### src/hdl/line_ctl_defines.svh
// register map, reset values and field positions of the line control block
// assumes byte addressing on a 32-bit Avalon-MM slave port
`ifndef LINE_CTL_DEFINES_SVH
`define LINE_CTL_DEFINES_SVH

// register indices; byte address is four times the index
`define LC2_IDX 6'h11
`define IRQ_STAT_IDX 6'h04
`define IRQ_MASK_IDX 6'h05

// reset values
`define LC2_RESET 8'h00
`define IRQ_STAT_RESET 8'h00
`define IRQ_MASK_RESET 8'h00

// field positions inside line_control_two
`define LC2_ROV_BIT 1
`define LC2_TONE_EN_BIT 2

// field positions inside the interrupt status and mask registers
`define IRQ_ROV_BIT 6
`define IRQ_TONE_BIT 0

// cycles between the bus answer and the next request being accepted
`define BUS_RECOVER_CYCLES 1

`endif

### src/hdl/line_ctl_pkg.sv
// types shared by the line control register block
// assumes the defines header supplies all numeric constants
package line_ctl_pkg;

    // one control and status byte, most significant field first
    typedef struct packed {
        logic clear_cal_data;
        logic manual_cal_start;
        logic auto_cal_disable;
        logic ring_threshold_sel_hi;
        logic overload_protect_en;
        logic tone_detect_en;
        logic rx_overload_flag;
        logic tone_detected_flag;
    } line_ctl2_s;

    // one Avalon-MM request as seen by the slave
    typedef struct packed {
        logic read;
        logic write;
        logic [7:0] address;
        logic [3:0] byteenable;
        logic [31:0] writedata;
    } av_req_s;

    // ring detection threshold band, encoded as {sel_hi, sel_lo}
    typedef enum logic [1:0] {
        BAND_LOW = 2'h0,
        BAND_MID = 2'h1,
        BAND_HIGH = 2'h3,
        BAND_RSVD = 2'h2
    } ring_band_e;

    // bus slave states, gray coded from idle to done; the return to idle flips both bits
    typedef enum logic [1:0] {
        BUS_IDLE = 2'h0,
        BUS_ACK = 2'h1,
        BUS_DONE = 2'h3
    } bus_state_e;

endpackage : line_ctl_pkg

### src/hdl/line_ctl_two.sv
// line control register two with its interrupt status and mask registers
// assumes an Avalon-MM master on mclk and asynchronous line-side pins
//
// Notes on behaviour
// - eight fields from bit 7 down: cal clear, cal start, cal off, ring hi.
// - clear_cal_data at one discards stored calibration data.
// - writing one to manual_cal_start begins a manual calibration.
// - auto_cal_disable at one suppresses automatic calibration.
// - threshold pair lo,hi selects band: 00 low, 10 mid, 11 high.
// - tone_detect_en keeps the line off-hook through supply disruptions.
// - with tone_detect_en zero, tone_detected_flag records nothing.
// - writing tone_detect_en zero clears tone_detected_flag; flag read-only.
// - receive pin below ground sets rx_overload_flag.
// - writing zero to rx_overload_flag clears it and irq bit 6.
`include "line_ctl_defines.svh"
`timescale 1ns/10ps
`default_nettype none

module line_ctl_two (
    input wire logic mclk, // 250 MHz clock
    input wire logic rstn, // async reset, active low
    input wire logic [7:0] avs_address, // byte address
    input wire logic avs_read, // read request
    input wire logic avs_write, // write request
    input wire logic [3:0] avs_byteenable, // byte lanes
    input wire logic [31:0] avs_writedata, // write data
    output logic [31:0] avs_readdata, // read data
    output logic avs_waitrequest, // stall, high while busy
    input wire logic rx_below_ground, // pin: receive input below ground
    input wire logic supply_disrupt, // pin: line-side supply disturbed
    input wire logic ring_threshold_sel_lo, // low threshold select bit
    input wire logic offhook_req, // off-hook request from line logic
    output logic cal_clear, // discard calibration data
    output logic cal_start, // one-cycle manual calibration start
    output logic auto_cal_en, // automatic calibration allowed
    output line_ctl_pkg::ring_band_e ring_band, // ring threshold band
    output logic overload_protect, // overload protection enabled
    output logic line_offhook, // line held off-hook
    output logic irq // level interrupt
);

    line_ctl_pkg::av_req_s req;
    line_ctl_pkg::bus_state_e bus_state_r;
    line_ctl_pkg::bus_state_e bus_state_nxt;
    line_ctl_pkg::line_ctl2_s wr_fields;
    line_ctl_pkg::line_ctl2_s lc2_view;

    logic [1:0] pins_sync;
    logic rov_level;
    logic disrupt_level;

    // software-held fields of line_control_two
    logic clear_cal_data_r;
    logic manual_cal_start_r;
    logic auto_cal_disable_r;
    logic ring_threshold_sel_hi_r;
    logic overload_protect_en_r;
    logic tone_detect_en_r;

    logic [7:0] irq_mask_r;
    logic [7:0] irq_stat;
    logic [7:0] irq_stat_clr;
    logic [7:0] irq_stat_set;

    logic [1:0] flag_set;
    logic [1:0] flag_clr;
    logic [1:0] flag_q;

    logic [5:0] index;
    logic hit_lc2;
    logic hit_stat;
    logic hit_mask;
    logic wr_commit;
    logic lane0;
    logic tone_event;

    assign req = '{read: avs_read, write: avs_write,
                   address: avs_address, byteenable: avs_byteenable,
                   writedata: avs_writedata};
    assign index = req.address[7:2];
    assign hit_lc2 = (index == `LC2_IDX);
    assign hit_stat = (index == `IRQ_STAT_IDX);
    assign hit_mask = (index == `IRQ_MASK_IDX);
    assign lane0 = req.byteenable[0];
    assign wr_fields = line_ctl_pkg::line_ctl2_s'(req.writedata[7:0]);

    // a write lands at the edge where waitrequest is sampled low
    assign wr_commit = (bus_state_r == line_ctl_pkg::BUS_ACK) &&
                       req.write && lane0;

    // line-side pins cross into mclk before anything looks at them
    sync2 #(
        .W(2)
    ) u_pin_sync (
        .mclk(mclk),
        .rstn(rstn),
        .din({rx_below_ground, supply_disrupt}),
        .dout(pins_sync)
    );

    assign rov_level = pins_sync[1];
    assign disrupt_level = pins_sync[0];

    // detection only while enabled, so a disabled detector records nothing
    assign tone_event = tone_detect_en_r && disrupt_level;

    // flag_q[1] is rx_overload_flag, flag_q[0] is tone_detected_flag
    always_comb
    begin
        flag_set = {rov_level, tone_event};
        flag_clr = 2'h0;
        if (wr_commit && hit_lc2)
        begin
            // writing one leaves the overload flag alone
            flag_clr[1] = !wr_fields.rx_overload_flag;
            // disabling detection wipes the detected flag
            flag_clr[0] = !wr_fields.tone_detect_en;
        end
    end

    sticky_flag #(
        .W(2)
    ) u_line_flags (
        .mclk(mclk),
        .rstn(rstn),
        .set(flag_set),
        .clr(flag_clr),
        .q(flag_q)
    );

    // interrupt status: write one to clear, plus the overload side clear
    always_comb
    begin
        irq_stat_set = 8'h00;
        irq_stat_set[`IRQ_ROV_BIT] = rov_level;
        irq_stat_set[`IRQ_TONE_BIT] = tone_event;
        irq_stat_clr = 8'h00;
        if (wr_commit && hit_stat)
        begin
            irq_stat_clr = req.writedata[7:0];
        end
        if (flag_clr[1])
        begin
            irq_stat_clr[`IRQ_ROV_BIT] = 1'b1;
        end
    end

    sticky_flag #(
        .W(8)
    ) u_irq_stat (
        .mclk(mclk),
        .rstn(rstn),
        .set(irq_stat_set),
        .clr(irq_stat_clr),
        .q(irq_stat)
    );

    // control fields; the flag bits of a write are handled above
    always_ff @(posedge mclk or negedge rstn)
    begin
        if (!rstn)
        begin
            clear_cal_data_r <= 1'b0;
            manual_cal_start_r <= 1'b0;
            auto_cal_disable_r <= 1'b0;
            ring_threshold_sel_hi_r <= 1'b0;
            overload_protect_en_r <= 1'b0;
            tone_detect_en_r <= 1'b0;
        end
        else if (wr_commit && hit_lc2)
        begin
            clear_cal_data_r <= wr_fields.clear_cal_data;
            manual_cal_start_r <= wr_fields.manual_cal_start;
            auto_cal_disable_r <= wr_fields.auto_cal_disable;
            // reserved band code is stored as written, software avoids it
            ring_threshold_sel_hi_r <= wr_fields.ring_threshold_sel_hi;
            overload_protect_en_r <= wr_fields.overload_protect_en;
            tone_detect_en_r <= wr_fields.tone_detect_en;
        end
    end

    always_ff @(posedge mclk or negedge rstn)
    begin
        if (!rstn)
        begin
            irq_mask_r <= `IRQ_MASK_RESET;
        end
        else if (wr_commit && hit_mask)
        begin
            irq_mask_r <= req.writedata[7:0];
        end
    end

    // readback view of line_control_two, most significant field first
    always_comb
    begin
        lc2_view.clear_cal_data = clear_cal_data_r;
        lc2_view.manual_cal_start = manual_cal_start_r;
        lc2_view.auto_cal_disable = auto_cal_disable_r;
        lc2_view.ring_threshold_sel_hi = ring_threshold_sel_hi_r;
        lc2_view.overload_protect_en = overload_protect_en_r;
        lc2_view.tone_detect_en = tone_detect_en_r;
        lc2_view.rx_overload_flag = flag_q[1];
        lc2_view.tone_detected_flag = flag_q[0];
    end

    // bus slave: one wait cycle, then one recovery cycle
    always_comb
    begin
        case (bus_state_r)
            line_ctl_pkg::BUS_IDLE:
            begin
                if (req.read || req.write)
                begin
                    bus_state_nxt = line_ctl_pkg::BUS_ACK;
                end
                else
                begin
                    bus_state_nxt = line_ctl_pkg::BUS_IDLE;
                end
            end
            line_ctl_pkg::BUS_ACK:
            begin
                bus_state_nxt = line_ctl_pkg::BUS_DONE;
            end
            line_ctl_pkg::BUS_DONE:
            begin
                bus_state_nxt = line_ctl_pkg::BUS_IDLE;
            end
            default:
            begin
                bus_state_nxt = line_ctl_pkg::BUS_IDLE;
            end
        endcase
    end

    always_ff @(posedge mclk or negedge rstn)
    begin
        if (!rstn)
        begin
            bus_state_r <= line_ctl_pkg::BUS_IDLE;
        end
        else
        begin
            bus_state_r <= bus_state_nxt;
        end
    end

    // waitrequest drops only in the acknowledge state
    always_ff @(posedge mclk or negedge rstn)
    begin
        if (!rstn)
        begin
            avs_waitrequest <= 1'b1;
        end
        else
        begin
            avs_waitrequest <= (bus_state_nxt != line_ctl_pkg::BUS_ACK);
        end
    end

    // read data is captured as the wait ends; unmapped reads give zero
    always_ff @(posedge mclk or negedge rstn)
    begin
        if (!rstn)
        begin
            avs_readdata <= 32'h0000_0000;
        end
        else if (bus_state_r == line_ctl_pkg::BUS_IDLE && req.read)
        begin
            if (hit_lc2)
            begin
                avs_readdata <= {24'h00_0000, lc2_view};
            end
            else if (hit_stat)
            begin
                avs_readdata <= {24'h00_0000, irq_stat};
            end
            else if (hit_mask)
            begin
                avs_readdata <= {24'h00_0000, irq_mask_r};
            end
            else
            begin
                avs_readdata <= 32'h0000_0000;
            end
        end
    end

    // calibration controls
    always_ff @(posedge mclk or negedge rstn)
    begin
        if (!rstn)
        begin
            cal_clear <= 1'b0;
            cal_start <= 1'b0;
            auto_cal_en <= 1'b1;
        end
        else
        begin
            cal_clear <= clear_cal_data_r;
            // a start is a fresh request each time a one is written
            cal_start <= wr_commit && hit_lc2 &&
                         wr_fields.manual_cal_start;
            auto_cal_en <= !auto_cal_disable_r;
        end
    end

    // ring threshold band from the pair {sel_lo, sel_hi}
    always_ff @(posedge mclk or negedge rstn)
    begin
        if (!rstn)
        begin
            ring_band <= line_ctl_pkg::BAND_LOW;
        end
        else
        begin
            case ({ring_threshold_sel_lo, ring_threshold_sel_hi_r})
                2'h0: ring_band <= line_ctl_pkg::BAND_LOW;
                2'h2: ring_band <= line_ctl_pkg::BAND_MID;
                2'h3: ring_band <= line_ctl_pkg::BAND_HIGH;
                default: ring_band <= line_ctl_pkg::BAND_RSVD;
            endcase
        end
    end

    always_ff @(posedge mclk or negedge rstn)
    begin
        if (!rstn)
        begin
            overload_protect <= 1'b0;
        end
        else
        begin
            overload_protect <= overload_protect_en_r;
        end
    end

    // hold the hook through a disruption only while detection is on;
    // an on-hook line is never pulled off-hook by a disruption
    always_ff @(posedge mclk or negedge rstn)
    begin
        if (!rstn)
        begin
            line_offhook <= 1'b0;
        end
        else
        begin
            line_offhook <= offhook_req ||
                            (line_offhook && tone_detect_en_r &&
                             disrupt_level);
        end
    end

    always_ff @(posedge mclk or negedge rstn)
    begin
        if (!rstn)
        begin
            irq <= 1'b0;
        end
        else
        begin
            irq <= |(irq_stat & irq_mask_r);
        end
    end

endmodule : line_ctl_two

`default_nettype wire

### src/hdl/sync2.sv
// two flip-flop synchroniser for a group of independent levels
// assumes each bit is a slow level; no bus coherence across bits
`timescale 1ns/10ps
`default_nettype none

module sync2 #(
    parameter int W = 1
) (
    input wire logic mclk, // clock
    input wire logic rstn, // async reset, active low
    input wire logic [W-1:0] din, // asynchronous levels
    output logic [W-1:0] dout // synchronised levels
);

    logic [W-1:0] meta_r;

    // the first stage feeds only the second stage
    always_ff @(posedge mclk or negedge rstn)
    begin
        if (!rstn)
        begin
            meta_r <= '0;
            dout <= '0;
        end
        else
        begin
            meta_r <= din;
            dout <= meta_r;
        end
    end

endmodule : sync2

`default_nettype wire

### src/hdl/sticky_flag.sv
// group of sticky status bits: set by hardware, cleared by software
// assumes set and clear are single-clock-domain strobes or levels
`timescale 1ns/10ps
`default_nettype none

module sticky_flag #(
    parameter int W = 1
) (
    input wire logic mclk, // clock
    input wire logic rstn, // async reset, active low
    input wire logic [W-1:0] set, // hardware event
    input wire logic [W-1:0] clr, // software clear
    output logic [W-1:0] q // flag state
);

    // set wins over clear so an event in the clearing cycle is kept
    always_ff @(posedge mclk or negedge rstn)
    begin
        if (!rstn)
        begin
            q <= '0;
        end
        else
        begin
            q <= set | (q & ~clr);
        end
    end

endmodule : sticky_flag

`default_nettype wire

### config.mk
export PLATFORM = sky130hd
export DESIGN_NAME = line_ctl_two
export DESIGN_NICKNAME = d
export VERILOG_FILES = /design/src/hdl/line_ctl_pkg.sv /design/src/hdl/line_ctl_two.sv /design/src/hdl/sync2.sv /design/src/hdl/sticky_flag.sv
export VERILOG_INCLUDE_DIRS = /design/src /design/src/hdl
export SDC_FILE = /design/constraint.sdc
export NUM_CORES = 1
export LEC_CHECK = 0
export BUFFER_PORTS_ARGS = -buffer_cell sky130_fd_sc_hd__buf_2
export CELL_PAD_IN_SITES_DETAIL_PLACEMENT = 1
export CELL_PAD_IN_SITES_GLOBAL_PLACEMENT = 1
export CORE_AREA = 2 2 77 79
export DETAILED_ROUTE_END_ITERATION = 6
export DIE_AREA = 0 0 79 81
export PLACE_DENSITY = 0.87
export RECOVER_POWER = 100
export SYNTH_ARGS = -nofsm -noshare
export SYNTH_HDL_FRONTEND = slang
export SYNTH_SLANG_ARGS = --single-unit
### constraint.sdc
create_clock -name mclk -period 5.2 [get_ports mclk]
set_input_delay 0 -clock mclk [delete_from_list [all_inputs] [get_ports mclk]]
set_output_delay 0 -clock mclk [all_outputs]
set_load 0.1 [all_outputs]
==> impl_metrics.toml, run 1 <==
[outcome]
status = "complete, but fails checks"
violated_checks = "capacitance limit, slew limit"

[critical_path]
worst_ep_arrival_time_ns = 2.32
count_of_buffering_cells_on_the_critical_path_with_inverters_included = 2
critical_path.slowest_cell = "clkbuf_1"
cpPeakStageDelay_ns = 1.78
worst_path_dominant_cell_family = "buffers and inverters"
critical_path.max_fanout = 47
path_cells = "dlygate4sd3_1 -> clkbuf_1"
worst-setup-path-type = "in -> async"
kind_of_end_point_of_the_critical_path = "asynchronous set/reset pin"
cp_data_required_time_ns = 5.09
start_kind = "primary input"

[yosys]
number_of_synthesized_flops_with_an_enable_pin = 0
synth_compound_gate_area_share_pct = 12.4
main_combinational_cell_family_by_area_after_synthesis = "compound AO/OA/AOI/OAI gates"
netlist_cell_types = 33
yosys_register_bits = 47
netlist_instances = 164
synthesis.area_mm2 = 0.00201
synthAdderAreaFrac_pct = 0
synth.yosys.warnings = 0
async_flop_share_pct = 100
synth_xor_xnor_area_share_pct = 0
synth.mux.area_fraction_pct = 7.84
synth_seq_area_share_pct = 58.6
postSynth.topFlopCell = "dfrtp_1"
synthesis.area_per_instance_um2 = 12.3
synth_simple_gate_area_share_pct = 10.5

[sta]
relSlewSlack_pct = -67.1
finalMaxSlewViolations = 48
fin_tns_setup_ns = 0
timing.final.setup_violations = 0
report.final.hold_viol_count = 0
post-route-min-period_ns = 2.43
worst_slew_pin_slew_ns = 2.51
clock.fmax_ghz = 0.412
fin_crit_sh_pct = 46.6
grt_setup_unrepaired = "false"
clock-skew-final_ns = 0.00852

[route]
dr.pass1.iters = 4
drt_iter0_markers = 67
avgRoutedWirePerCell_um = 15.3
detail-route-antenna-nets = 0
postRouteWirelength_mm = 4.55
drcViolationCount = 0
via_count = 1422
vias_per_cell = 4.79

[global_route]
first_pass_grt_wire_length_mm = 7.27
grt_start_max_net_pins = 48
grt-ovfl-total = 0
groute.usage.overall_pct = 15.1
antenna_violations_before_repair = 0
first_global_vias = 1434

[pwr]
leakagePower_nw = 1.06
clock_power_share_pct = 21.8
pwr_density_cell_mw_per_mm2 = 528
max-vdd-ir-drop_mv = 0.272
net-switching-power_mw = 0.617
sequentialPowerShare_pct = 36.9
comb_power_share_pct = 41.3
swShare_pct = 48.2
internal_power_component_mw = 0.661

[place]
port-buffer-count = 39
dpl.hpwl_mm = 3.14
place_congestion = 0.732

[clock_tree]
clock_insertion_delay_worst_skew_ns = 0.31
cts-resized-gates = 0
cts_max_path_buffers = 2
clkSinkCount = 47
cts-root-buf = "clkbuf_8"
clock_tree_from_tritoncts = "built"
cts_inserted_buffers = 5
path_clk_slew_ns = 0.08
cts_max_level = 2

[floorplan]
starting_utilization_of_the_core_area_pct = 35.4
core_area_mm2 = 0.00568
die_area_mm2 = 0.00640
die_width_um = 79
boundaryPins = 93
dieHeight_um = 81
row_count = 28

[hold_path]
holdCritPathClass = "in -> reg"

[cells_and_area]
diodes = 0
post_route_cells_drive_above_1_share_pct = 19.8
most_common_cell_after_layout_fill_and_taps_aside = "dfrtp_1"
final_nets = 273
synthToLayoutAreaGrowth_pct = 20.4
final_cell_mix = "45 x dfrtp_1, 24 x conb_1, 20 x buf_2, 20 x clkbuf_1, 16 x dlygate4sd3_1"
final_core_util_pct = 42.7

[job]
cap_violations = 1
final timing paths:
check                                                from                      endpoint  slack (ns)  depth (start not counted)
max                                                  rstn     irq_mask_r[4]$_DFFE_PN0P_        2.77                          2
min                                     avs_byteenable[0]   u_line_flags.q[1]$_DFF_PN0_        0.28                          4
max in group mclk                bus_state_r[1]$_DFF_PN0_     irq_mask_r[4]$_DFFE_PN0P_        2.92                          3
max reg2reg                      bus_state_r[1]$_DFF_PN0_     irq_mask_r[4]$_DFFE_PN0P_        2.92                          3
min reg2reg                u_pin_sync.meta_r[1]$_DFF_PN0_  u_pin_sync.dout[1]$_DFF_PN0_        0.35                          0
min in group asynchronous                            rstn           cal_start$_DFF_PN0_        1.01                          2
power by group through the flow:
| stage | combinational [mW] | sequential (mW) | clock, mW |
|---|---|---|---|
| after detailed placement | 0.530 | 0.478 | 0 |
| after global routing | 0.551 | 0.479 | 0.303 |
| after floorplan | 0.172 | 0.755 | 0 |
| after global placement | 0.521 | 0.472 | 0 |
| final | 0.528 | 0.471 | 0.279 |
| after CTS | 0.544 | 0.471 | 0.284 |
per-stage QoR:
| stage | cell area (um2) | hold slack (ns) | setup slack (ns) | power (mW) | instances |
|---|---|---|---|---|---|
| after floorplan | 2100 | -0.296 | 3.44 | 0.928 | 187 |
| after global placement | 2190 | 0.110 | 3.15 | 0.993 | 273 |
| after detailed placement | 2190 | 0.110 | 3.10 | 1.01 | 273 |
| after CTS | 2460 | 0.212 | 3.20 | 1.30 | 297 |
| after global routing | 2420 | 0.284 | 2.30 | 1.33 | 297 |
| final | 2420 | 0.283 | 2.77 | 1.28 | 297 |
repair_timing:
action,4_1_cts,5_1_grt
endpoints found under the hold margin,72,0
hold buffers,16,0
buffers inserted,0,0
cells by family after synthesis:
logic type	after synthesis
flops	47
mux	14
compound gates	34
other cells	1
buf+inv	30
simple gates	38
final cells by class:
cell class / count / area (um2)
well taps: 75 / 93.8
flip-flops and latches: 47 / 1180
clock inverters: 2 / 35.0
multi-input cells: 110 / 692
clock buffers: 6 / 82.6
inverters: 1 / 3.75
repair buffers: 56 / 335
fillers: 668 / 3250
registers in the layout, indices dropped and copies added (netlist names), 2 cells and up:
name and cells:
u_line_flags.q 2, u_irq_stat.q 8, ring_band 2, u_pin_sync.dout 2, irq_mask_r 8, avs_readdata 8
bus_state_r 2, u_pin_sync.meta_r 2
Yosys cell counts (all sizes together), types with 2 or more instances:
master  instances  area, um2
nor2           12       52.6
nand2           3       11.3
dfrtp          45       1130
a21boi          6       45.0
nor3           11       60.1
and2            3       18.8
buf            26        195
or3             2       12.5
mux2           14        158
a31o            2       17.5
a22oi          12       90.1
dfstp           2       52.6
a211oi          8       60.1
a21oi           3       15.0
clkbuf          3       11.3
metal layers:
layer | global-route usage (%) | part of all wire (%) | vias up
met2 | 25.5 | 48 | 43
met5 | 0 | 0 | -
met3 | 4.22 | 5.4 | 8
met4 | 6.21 | 1.7 | 0
li1 | - | - | 656
met1 | 18.3 | 45 | 715
Note: power is estimated with default switching activity, not from simulation.
==> run 2, diff against run 1 <==
--- a/config.mk
+++ b/config.mk
@@ -9,10 +9,10 @@
 export BUFFER_PORTS_ARGS = -buffer_cell sky130_fd_sc_hd__buf_2
 export CELL_PAD_IN_SITES_DETAIL_PLACEMENT = 1
 export CELL_PAD_IN_SITES_GLOBAL_PLACEMENT = 1
-export CORE_AREA = 2 2 77 79
+export CORE_AREA = 2 2 84 86
 export DETAILED_ROUTE_END_ITERATION = 6
-export DIE_AREA = 0 0 79 81
-export PLACE_DENSITY = 0.87
+export DIE_AREA = 0 0 86 88
+export PLACE_DENSITY = 0.78
 export RECOVER_POWER = 100
 export SYNTH_ARGS = -nofsm -noshare
 export SYNTH_HDL_FRONTEND = slang
==> constraint.sdc (replaced) <==
create_clock -name mclk -period 2.08 [get_ports mclk]
set_input_delay 0 -clock mclk [delete_from_list [all_inputs] [get_ports mclk]]
set_output_delay 0 -clock mclk [all_outputs]
set_load 0.1 [all_outputs]
==> run 2 against run 1 <==
Net effect: the run still ends with capacitance limit, slew limit left; count of clock-buffer cells in the layout did not move; via count fell by 0.49%; total power rose to 2.5 times the previous value.
==> impl_metrics.toml, run 2 (same netlist as run 1, synthesis figures left out) <==
[outcome]
status = "complete, but fails checks"
violated_checks = "capacitance limit, slew limit"

[global_route]
groute.usage.overall_pct = 12.6
grt_util_met2_pct = 19.7
antenna_violations_before_repair = 0
grt-ovfl-total = 0
grt_start_max_net_pins = 30
top_usage_layer = "met2"
globalRouteMet1Util_pct = 17.1
global_route.usage.met3_pct = 2.17
first_pass_grt_wire_length_mm = 7.44
first_global_vias = 1487

[route]
drt_iter0_markers = 52
avgRoutedWirePerCell_um = 14.6
postRouteWirelength_mm = 4.51
dr.pass1.iters = 4
detail-route-antenna-nets = 0
vias_per_cell = 4.58
via_count = 1415
drcViolationCount = 0

[clock_tree]
clkSinkCount = 47
path_clk_slew_ns = 0.09
cts_max_path_buffers = 2
cts_max_level = 2
cts_setup_buffers = 0
cts_inserted_buffers = 5
cts-root-buf = "clkbuf_8"
clock_tree_from_tritoncts = "built"
clock_insertion_delay_worst_skew_ns = 0.30

[critical_path]
worstRegToRegCells = 4
start_kind = "register"
worst_ep_arrival_time_ns = 2.01
count_of_buffering_cells_on_the_critical_path_with_inverters_included = 1
critical_path.reg2reg.endpoint = "irq_mask_r[2]$_DFFE_PN0P_"
path_cells = "nand4b_1 -> nor3_2 -> clkbuf_2 -> mux2_2"
critPathLaunch = "bus_state_r[1]$_DFF_PN0_"
kind_of_end_point_of_the_critical_path = "register"
cp_data_required_time_ns = 2.27
worst_path_dominant_cell_family = "simple AND/OR/NAND/NOR gates"
worst-setup-path-type = "reg -> reg"
r2r_start = "bus_state_r[1]$_DFF_PN0_"
cpPeakStageDelay_ns = 0.41
critical_path.max_fanout = 8
r2r_setup_slack_ns = 0.26
critical_path.slowest_cell = "dfrtp_1"

[cells_and_area]
most_common_cell_after_layout_fill_and_taps_aside = "dfrtp_1"
post_route_cells_drive_above_1_share_pct = 24.0
fin_cells = 309
layout_top_registers = "avs_readdata: 8 flops, irq_mask_r: 8 flops, u_irq_stat.q: 8 flops"
diodes = 0
final_design_area_no_fill_mm2 = 0.00249
final_nets = 280
synthToLayoutAreaGrowth_pct = 23.8
final_cell_mix = "45 x dfrtp_1, 24 x conb_1, 21 x buf_2"

[floorplan]
core_area_mm2 = 0.00664
boundaryPins = 93
die_area_mm2 = 0.00757
row_count = 30
starting_utilization_of_the_core_area_pct = 30.3
die_width_um = 86
dieHeight_um = 88

[pwr]
pwr_density_cell_mw_per_mm2 = 1280
leakagePower_nw = 1.11
total_power_mw = 3.20
max-vdd-ir-drop_mv = 0.300

[hold_path]
worstHoldEndpoint = "u_irq_stat.q[2]$_DFF_PN0_"
hold_start = "avs_address[2]"
holdCritPathClass = "in -> reg"
timing.hold.worst_path_depth = 4

[place]
place_congestion = 0.754
dpl.hpwl_mm = 3.30
placement.cell_area_mm2 = 0.00225
dp_cells = 285
port-buffer-count = 39

[sta]
fin_tns_setup_ns = 0
finalMaxSlewViolations = 30
worst_slew_pin_slew_ns = 1.54
grt_setup_unrepaired = "false"
timing.final.setup_violations = 0
clock.fmax_ghz = 0.549
post-route-min-period_ns = 1.82
fin_crit_sh_pct = 87.5
clock-skew-final_ns = 0.00635
report.final.hold_viol_count = 0
relSlewSlack_pct = -2.84

[job]
cap_violations = 1
-- run 2: cell count changes in the layout (fill, tap and decap cells not counted) --
cell	delta
buf_2	+1
nor3_1	-1
buf_4	+5
nor2_4	+1
and2_1	+2
clkbuf_2	+3
nor3_2	+1
nor2_1	-1
and2_0	-2
clkbuf_1	-2
-- run 2: per-layer routing --
layer	vias to the layer above	wire [um]	part of all wire (%)
met4	0	85	1.9
met3	8	217	4.8
met5	-	0	0
met2	45	2100	47
li1	666	-	-
met1	696	2100	47
-- run 2: worst max path at each step --
| stage | endpoint | slack, ns | cells after the start |
|---|---|---|---|
| 5_1_grt | avs_readdata[2]$_DFFE_PN0P_ | 0.09 | 3 |
| 3_3_place_gp | tone_detect_en_r$_DFFE_PN0P_ | 0.20 | 5 |
| 3_5_place_dp | manual_cal_start_r$_DFFE_PN0P_ | 0.17 | 5 |
| 2_1_floorplan | u_irq_stat.q[6]$_DFF_PN0_ | 0.32 | 4 |
| 4_1_cts | u_irq_stat.q[6]$_DFF_PN0_ | 0.31 | 5 |
| 6_report | irq_mask_r[2]$_DFFE_PN0P_ | 0.26 | 4 |
-- run 2: power breakdown --
| group | switching [mW] | leakage [nW] | internal, mW | total [mW] |
|---|---|---|---|---|
| clock network | 0.307 | 0.0612 | 0.389 | 0.696 |
| logic | 1.13 | 0.450 | 0.201 | 1.33 |
| registers | 0.0969 | 0.595 | 1.07 | 1.17 |
| total | 1.53 | 1.11 | 1.66 | 3.20 |
-- run 2: timing repair --
item                                   4_1_cts  5_1_grt
hold buffers                                16        0
resized for setup                            0        0
endpoints found under the hold margin       53        0
-- run 2: worst reg2reg max path: stages, from the launching register on --
cell	delay [ns]
dfrtp_1	0.41
nand4b_1	0.40
nor3_2	0.26
clkbuf_2	0.27
mux2_2	0.37
-- run 2: final cells by class --
type                       count  area [um2]
timing repair buffer          63         385
clock buffer                   6        82.6
multi-input combinational    110         704
fill                         753        4150
tap                           80         100
inverter                       1        3.75
sequential                    47        1180
clock inverter                 2        35.0
-- run 2: metrics by stage --
stage	hold WS [ns]	util, %	worst slack (ns)
finish	0.219	37.5	0.260
detailed placement	0.0583	33.8	0.174
global placement	0.0550	33.8	0.199
floorplan	-0.296	-	0.324
CTS	0.211	38.0	0.312
global route	0.230	37.5	0.0899
==> run 3, diff against run 2 <==
--- a/config.mk
+++ b/config.mk
@@ -9,11 +9,11 @@
 export BUFFER_PORTS_ARGS = -buffer_cell sky130_fd_sc_hd__buf_2
 export CELL_PAD_IN_SITES_DETAIL_PLACEMENT = 1
 export CELL_PAD_IN_SITES_GLOBAL_PLACEMENT = 1
-export CORE_AREA = 2 2 84 86
+export CORE_AREA = 2 2 86 88
 export DETAILED_ROUTE_END_ITERATION = 6
-export DIE_AREA = 0 0 86 88
-export PLACE_DENSITY = 0.78
-export RECOVER_POWER = 100
+export DIE_AREA = 0 0 88 90
+export PLACE_DENSITY = 0.79
 export SYNTH_ARGS = -nofsm -noshare
 export SYNTH_HDL_FRONTEND = slang
+export SYNTH_HIERARCHICAL = 1
 export SYNTH_SLANG_ARGS = --single-unit
==> run 3 against run 2 <==
Net effect: the run now ends clean; hold slack got worse by 0.16 ns; die area rose by 4.7%; first-iteration DRC count rose by 44%; total power rose by 3.6%; critical path depth rose by 1; largest cell class unchanged.
==> impl_metrics.toml, run 3 <==
[critical_path]
worst-setup-path-type = "reg -> reg"
critical_path.slowest_cell = "dfrtp_1"
worstRegToRegCells = 5
kind_of_end_point_of_the_critical_path = "register"
worst_ep_arrival_time_ns = 1.94
cpPeakStageDelay_ns = 0.44
start_kind = "register"
worst-path-stages = 5
r2r_start = "bus_state_r[1]$_DFF_PN0_"
count_of_buffering_cells_on_the_critical_path_with_inverters_included = 1
r2r_setup_slack_ns = 0.33
cp_data_required_time_ns = 2.27
critical_path.max_fanout = 7
critPathLaunch = "bus_state_r[1]$_DFF_PN0_"
path_cells = "and4b_2 -> and4b_1 -> and2_1 -> inv_1 -> a21o_1"
worst_path_dominant_cell_family = "simple AND/OR/NAND/NOR gates"
critical_path.reg2reg.endpoint = "u_irq_stat/q[1]$_DFF_PN0_"
endpoint = "u_irq_stat/q[1]$_DFF_PN0_"

[cells_and_area]
final_nets = 310
layout_top_registers = "avs_readdata: 8 flops, irq_mask_r: 8 flops, u_irq_stat/q: 8 flops"
layout.area.seq_mm2 = 0.00118
synthToLayoutAreaGrowth_pct = 24.8
final_cell_mix = "45 x dfrtp_1, 39 x buf_2, 30 x conb_1"
area_occupied_by_multi_input_gates_um2 = 866
diodes = 0
most_common_cell_after_layout_fill_and_taps_aside = "dfrtp_1"
fin_cells = 358
post_route_cells_drive_above_1_share_pct = 32.0
fillerInstances = 800

[yosys]
synthTopCellsByCount = "45 x dfrtp_1, 24 x buf_4, 22 x mux2_2"
yosys-top-cells-area = "dfrtp_1 51%, mux2_2 11%, buf_4 8.2%"
post-synth-top-count-cell = "dfrtp_1"
synthesis.area_mm2 = 0.00219
synth_largest_area_cell = "dfrtp_1"
synth.yosys.warnings = 6
number_of_synthesized_flops_with_an_enable_pin = 0
synth_seq_area_share_pct = 53.8
synthesis.area_per_instance_um2 = 11.5
postSynth.topFlopCell = "dfrtp_1"
async_flop_share_pct = 100
yosys_register_bits = 47
synth_top_area_share_pct = 51.4
netlist_instances = 191
netlist_cell_types = 28

[route]
drcViolationCount = 0
drt_iter0_markers = 75
postRouteWirelength_mm = 4.93
vias_per_cell = 4.28
detail-route-antenna-nets = 0
dr.pass1.iters = 4
via_count = 1533
avgRoutedWirePerCell_um = 13.8

[global_route]
grt-ovfl-total = 0
antenna_violations_before_repair = 0
first_pass_grt_wire_length_mm = 7.96
groute.usage.overall_pct = 13.2
first_global_vias = 1611
grt_start_max_net_pins = 21

[floorplan]
die_width_um = 88
starting_utilization_of_the_core_area_pct = 31.2
die_area_mm2 = 0.00792
boundaryPins = 93
row_count = 31
core_area_mm2 = 0.00702
dieHeight_um = 90

[pwr]
leakagePower_nw = 1.26
pwr_density_cell_mw_per_mm2 = 1210
total_power_mw = 3.31
max-vdd-ir-drop_mv = 0.555

[hold_path]
holdCritPathClass = "in -> reg"

[sta]
fin_tns_setup_ns = 0
post-route-min-period_ns = 1.75
clock-skew-final_ns = 0.00816
final.hold.worst_slack_ns = 0.0625
timing.final.setup_violations = 0
grt_setup_unrepaired = "false"
layout_setup_ws_ns = 0.327
report.final.hold_viol_count = 0
clock.fmax_ghz = 0.570
finalMaxSlewViolations = 0
fin_crit_sh_pct = 84.3

[clock_tree]
cts_inserted_buffers = 5
clock_tree_from_tritoncts = "built"
clkSinkCount = 47
cts_max_path_buffers = 2
cts-resized-gates = 0
cts_max_level = 2
cts-root-buf = "clkbuf_8"
path_clk_slew_ns = 0.09
clock_insertion_delay_worst_skew_ns = 0.30

[place]
dp_cells = 334
port-buffer-count = 39
place_ws_ns = 0.335
dpl.hpwl_mm = 3.70
place_congestion = 0.757

[outcome]
status = "complete, no violations"

[job]
cap_violations = 0
==> run 3: how the worst min path moves through the flow <==
| stage | startpoint | endpoint | cells past startpoint |
|---|---|---|---|
| after global placement | rstn | ring_band[1]$_DFF_PN0_ | 1 |
| after floorplan | rstn | auto_cal_disable_r$_DFFE_PN0P_ | 0 |
| after detailed placement | rstn | cal_clear$_DFF_PN0_ | 1 |
| final | avs_address[4] | cal_start$_DFF_PN0_ | 4 |
| after CTS | avs_address[4] | cal_start$_DFF_PN0_ | 4 |
| after global routing | avs_address[4] | cal_start$_DFF_PN0_ | 4 |
==> run 3: per-layer routing <==
metal  vias up  GRT usage (%)  routed length (um)  share of wire [%]
li1        738              -                   -                  -
met1       746           18.0                2260                 46
met2        44           21.1                2380                 48
met3         5           2.85                 245                5.0
met4         0           3.46                  43               0.87
met5         -              0                   0                  0
==> run 3: through the flow <==
stage	util, %	cell area, um2
2_1_floorplan	-	2300
3_3_place_gp	35.1	2460
3_5_place_dp	35.1	2460
4_1_cts	38.9	2730
5_1_grt	38.9	2730
6_report	38.9	2730
==> run 3: final cells by class <==
class	count	area share [%]
multi-input combinational	130	31.7
inverter	12	1.65
clock buffer	5	2.52
timing repair buffer	62	14.9
clock inverter	3	1.60
sequential	47	43.1
tap	99	4.53
==> run 3: worst reg2reg max path, cell delays in order (launching register included) <==
cell     delay [ns]
dfrtp_1        0.44
and4b_2        0.41
and4b_1        0.41
and2_1         0.18
inv_1          0.05
a21o_1         0.16
==> run 3: what timing repair did <==
| action | CTS | global route |
|---|---|---|
| buffers inserted | 0 | 0 |
| hold endpoints to repair | 38 | 0 |
| hold buffers | 16 | 0 |
==> run 3: logic make-up (layout without fill, tap and decap cells) <==
logic type / count (synthesis) / count (layout) / share of synthesized area, %
AOI/OAI and AO/OA: 25 / 25 / 8.00
buffers and inverters: 43 / 82 / 11.6
DFF: 47 / 47 / 53.8
muxes: 22 / 22 / 11.3
other: 1 / 30 / 0.171
and+or+nand+nor: 53 / 53 / 15.1
==> run 3: report_power, final <==
group,internal [mW],switching (mW),total [mW]
logic,0.258,1.19,1.44
registers,1.09,0.110,1.20
clock network,0.358,0.308,0.666
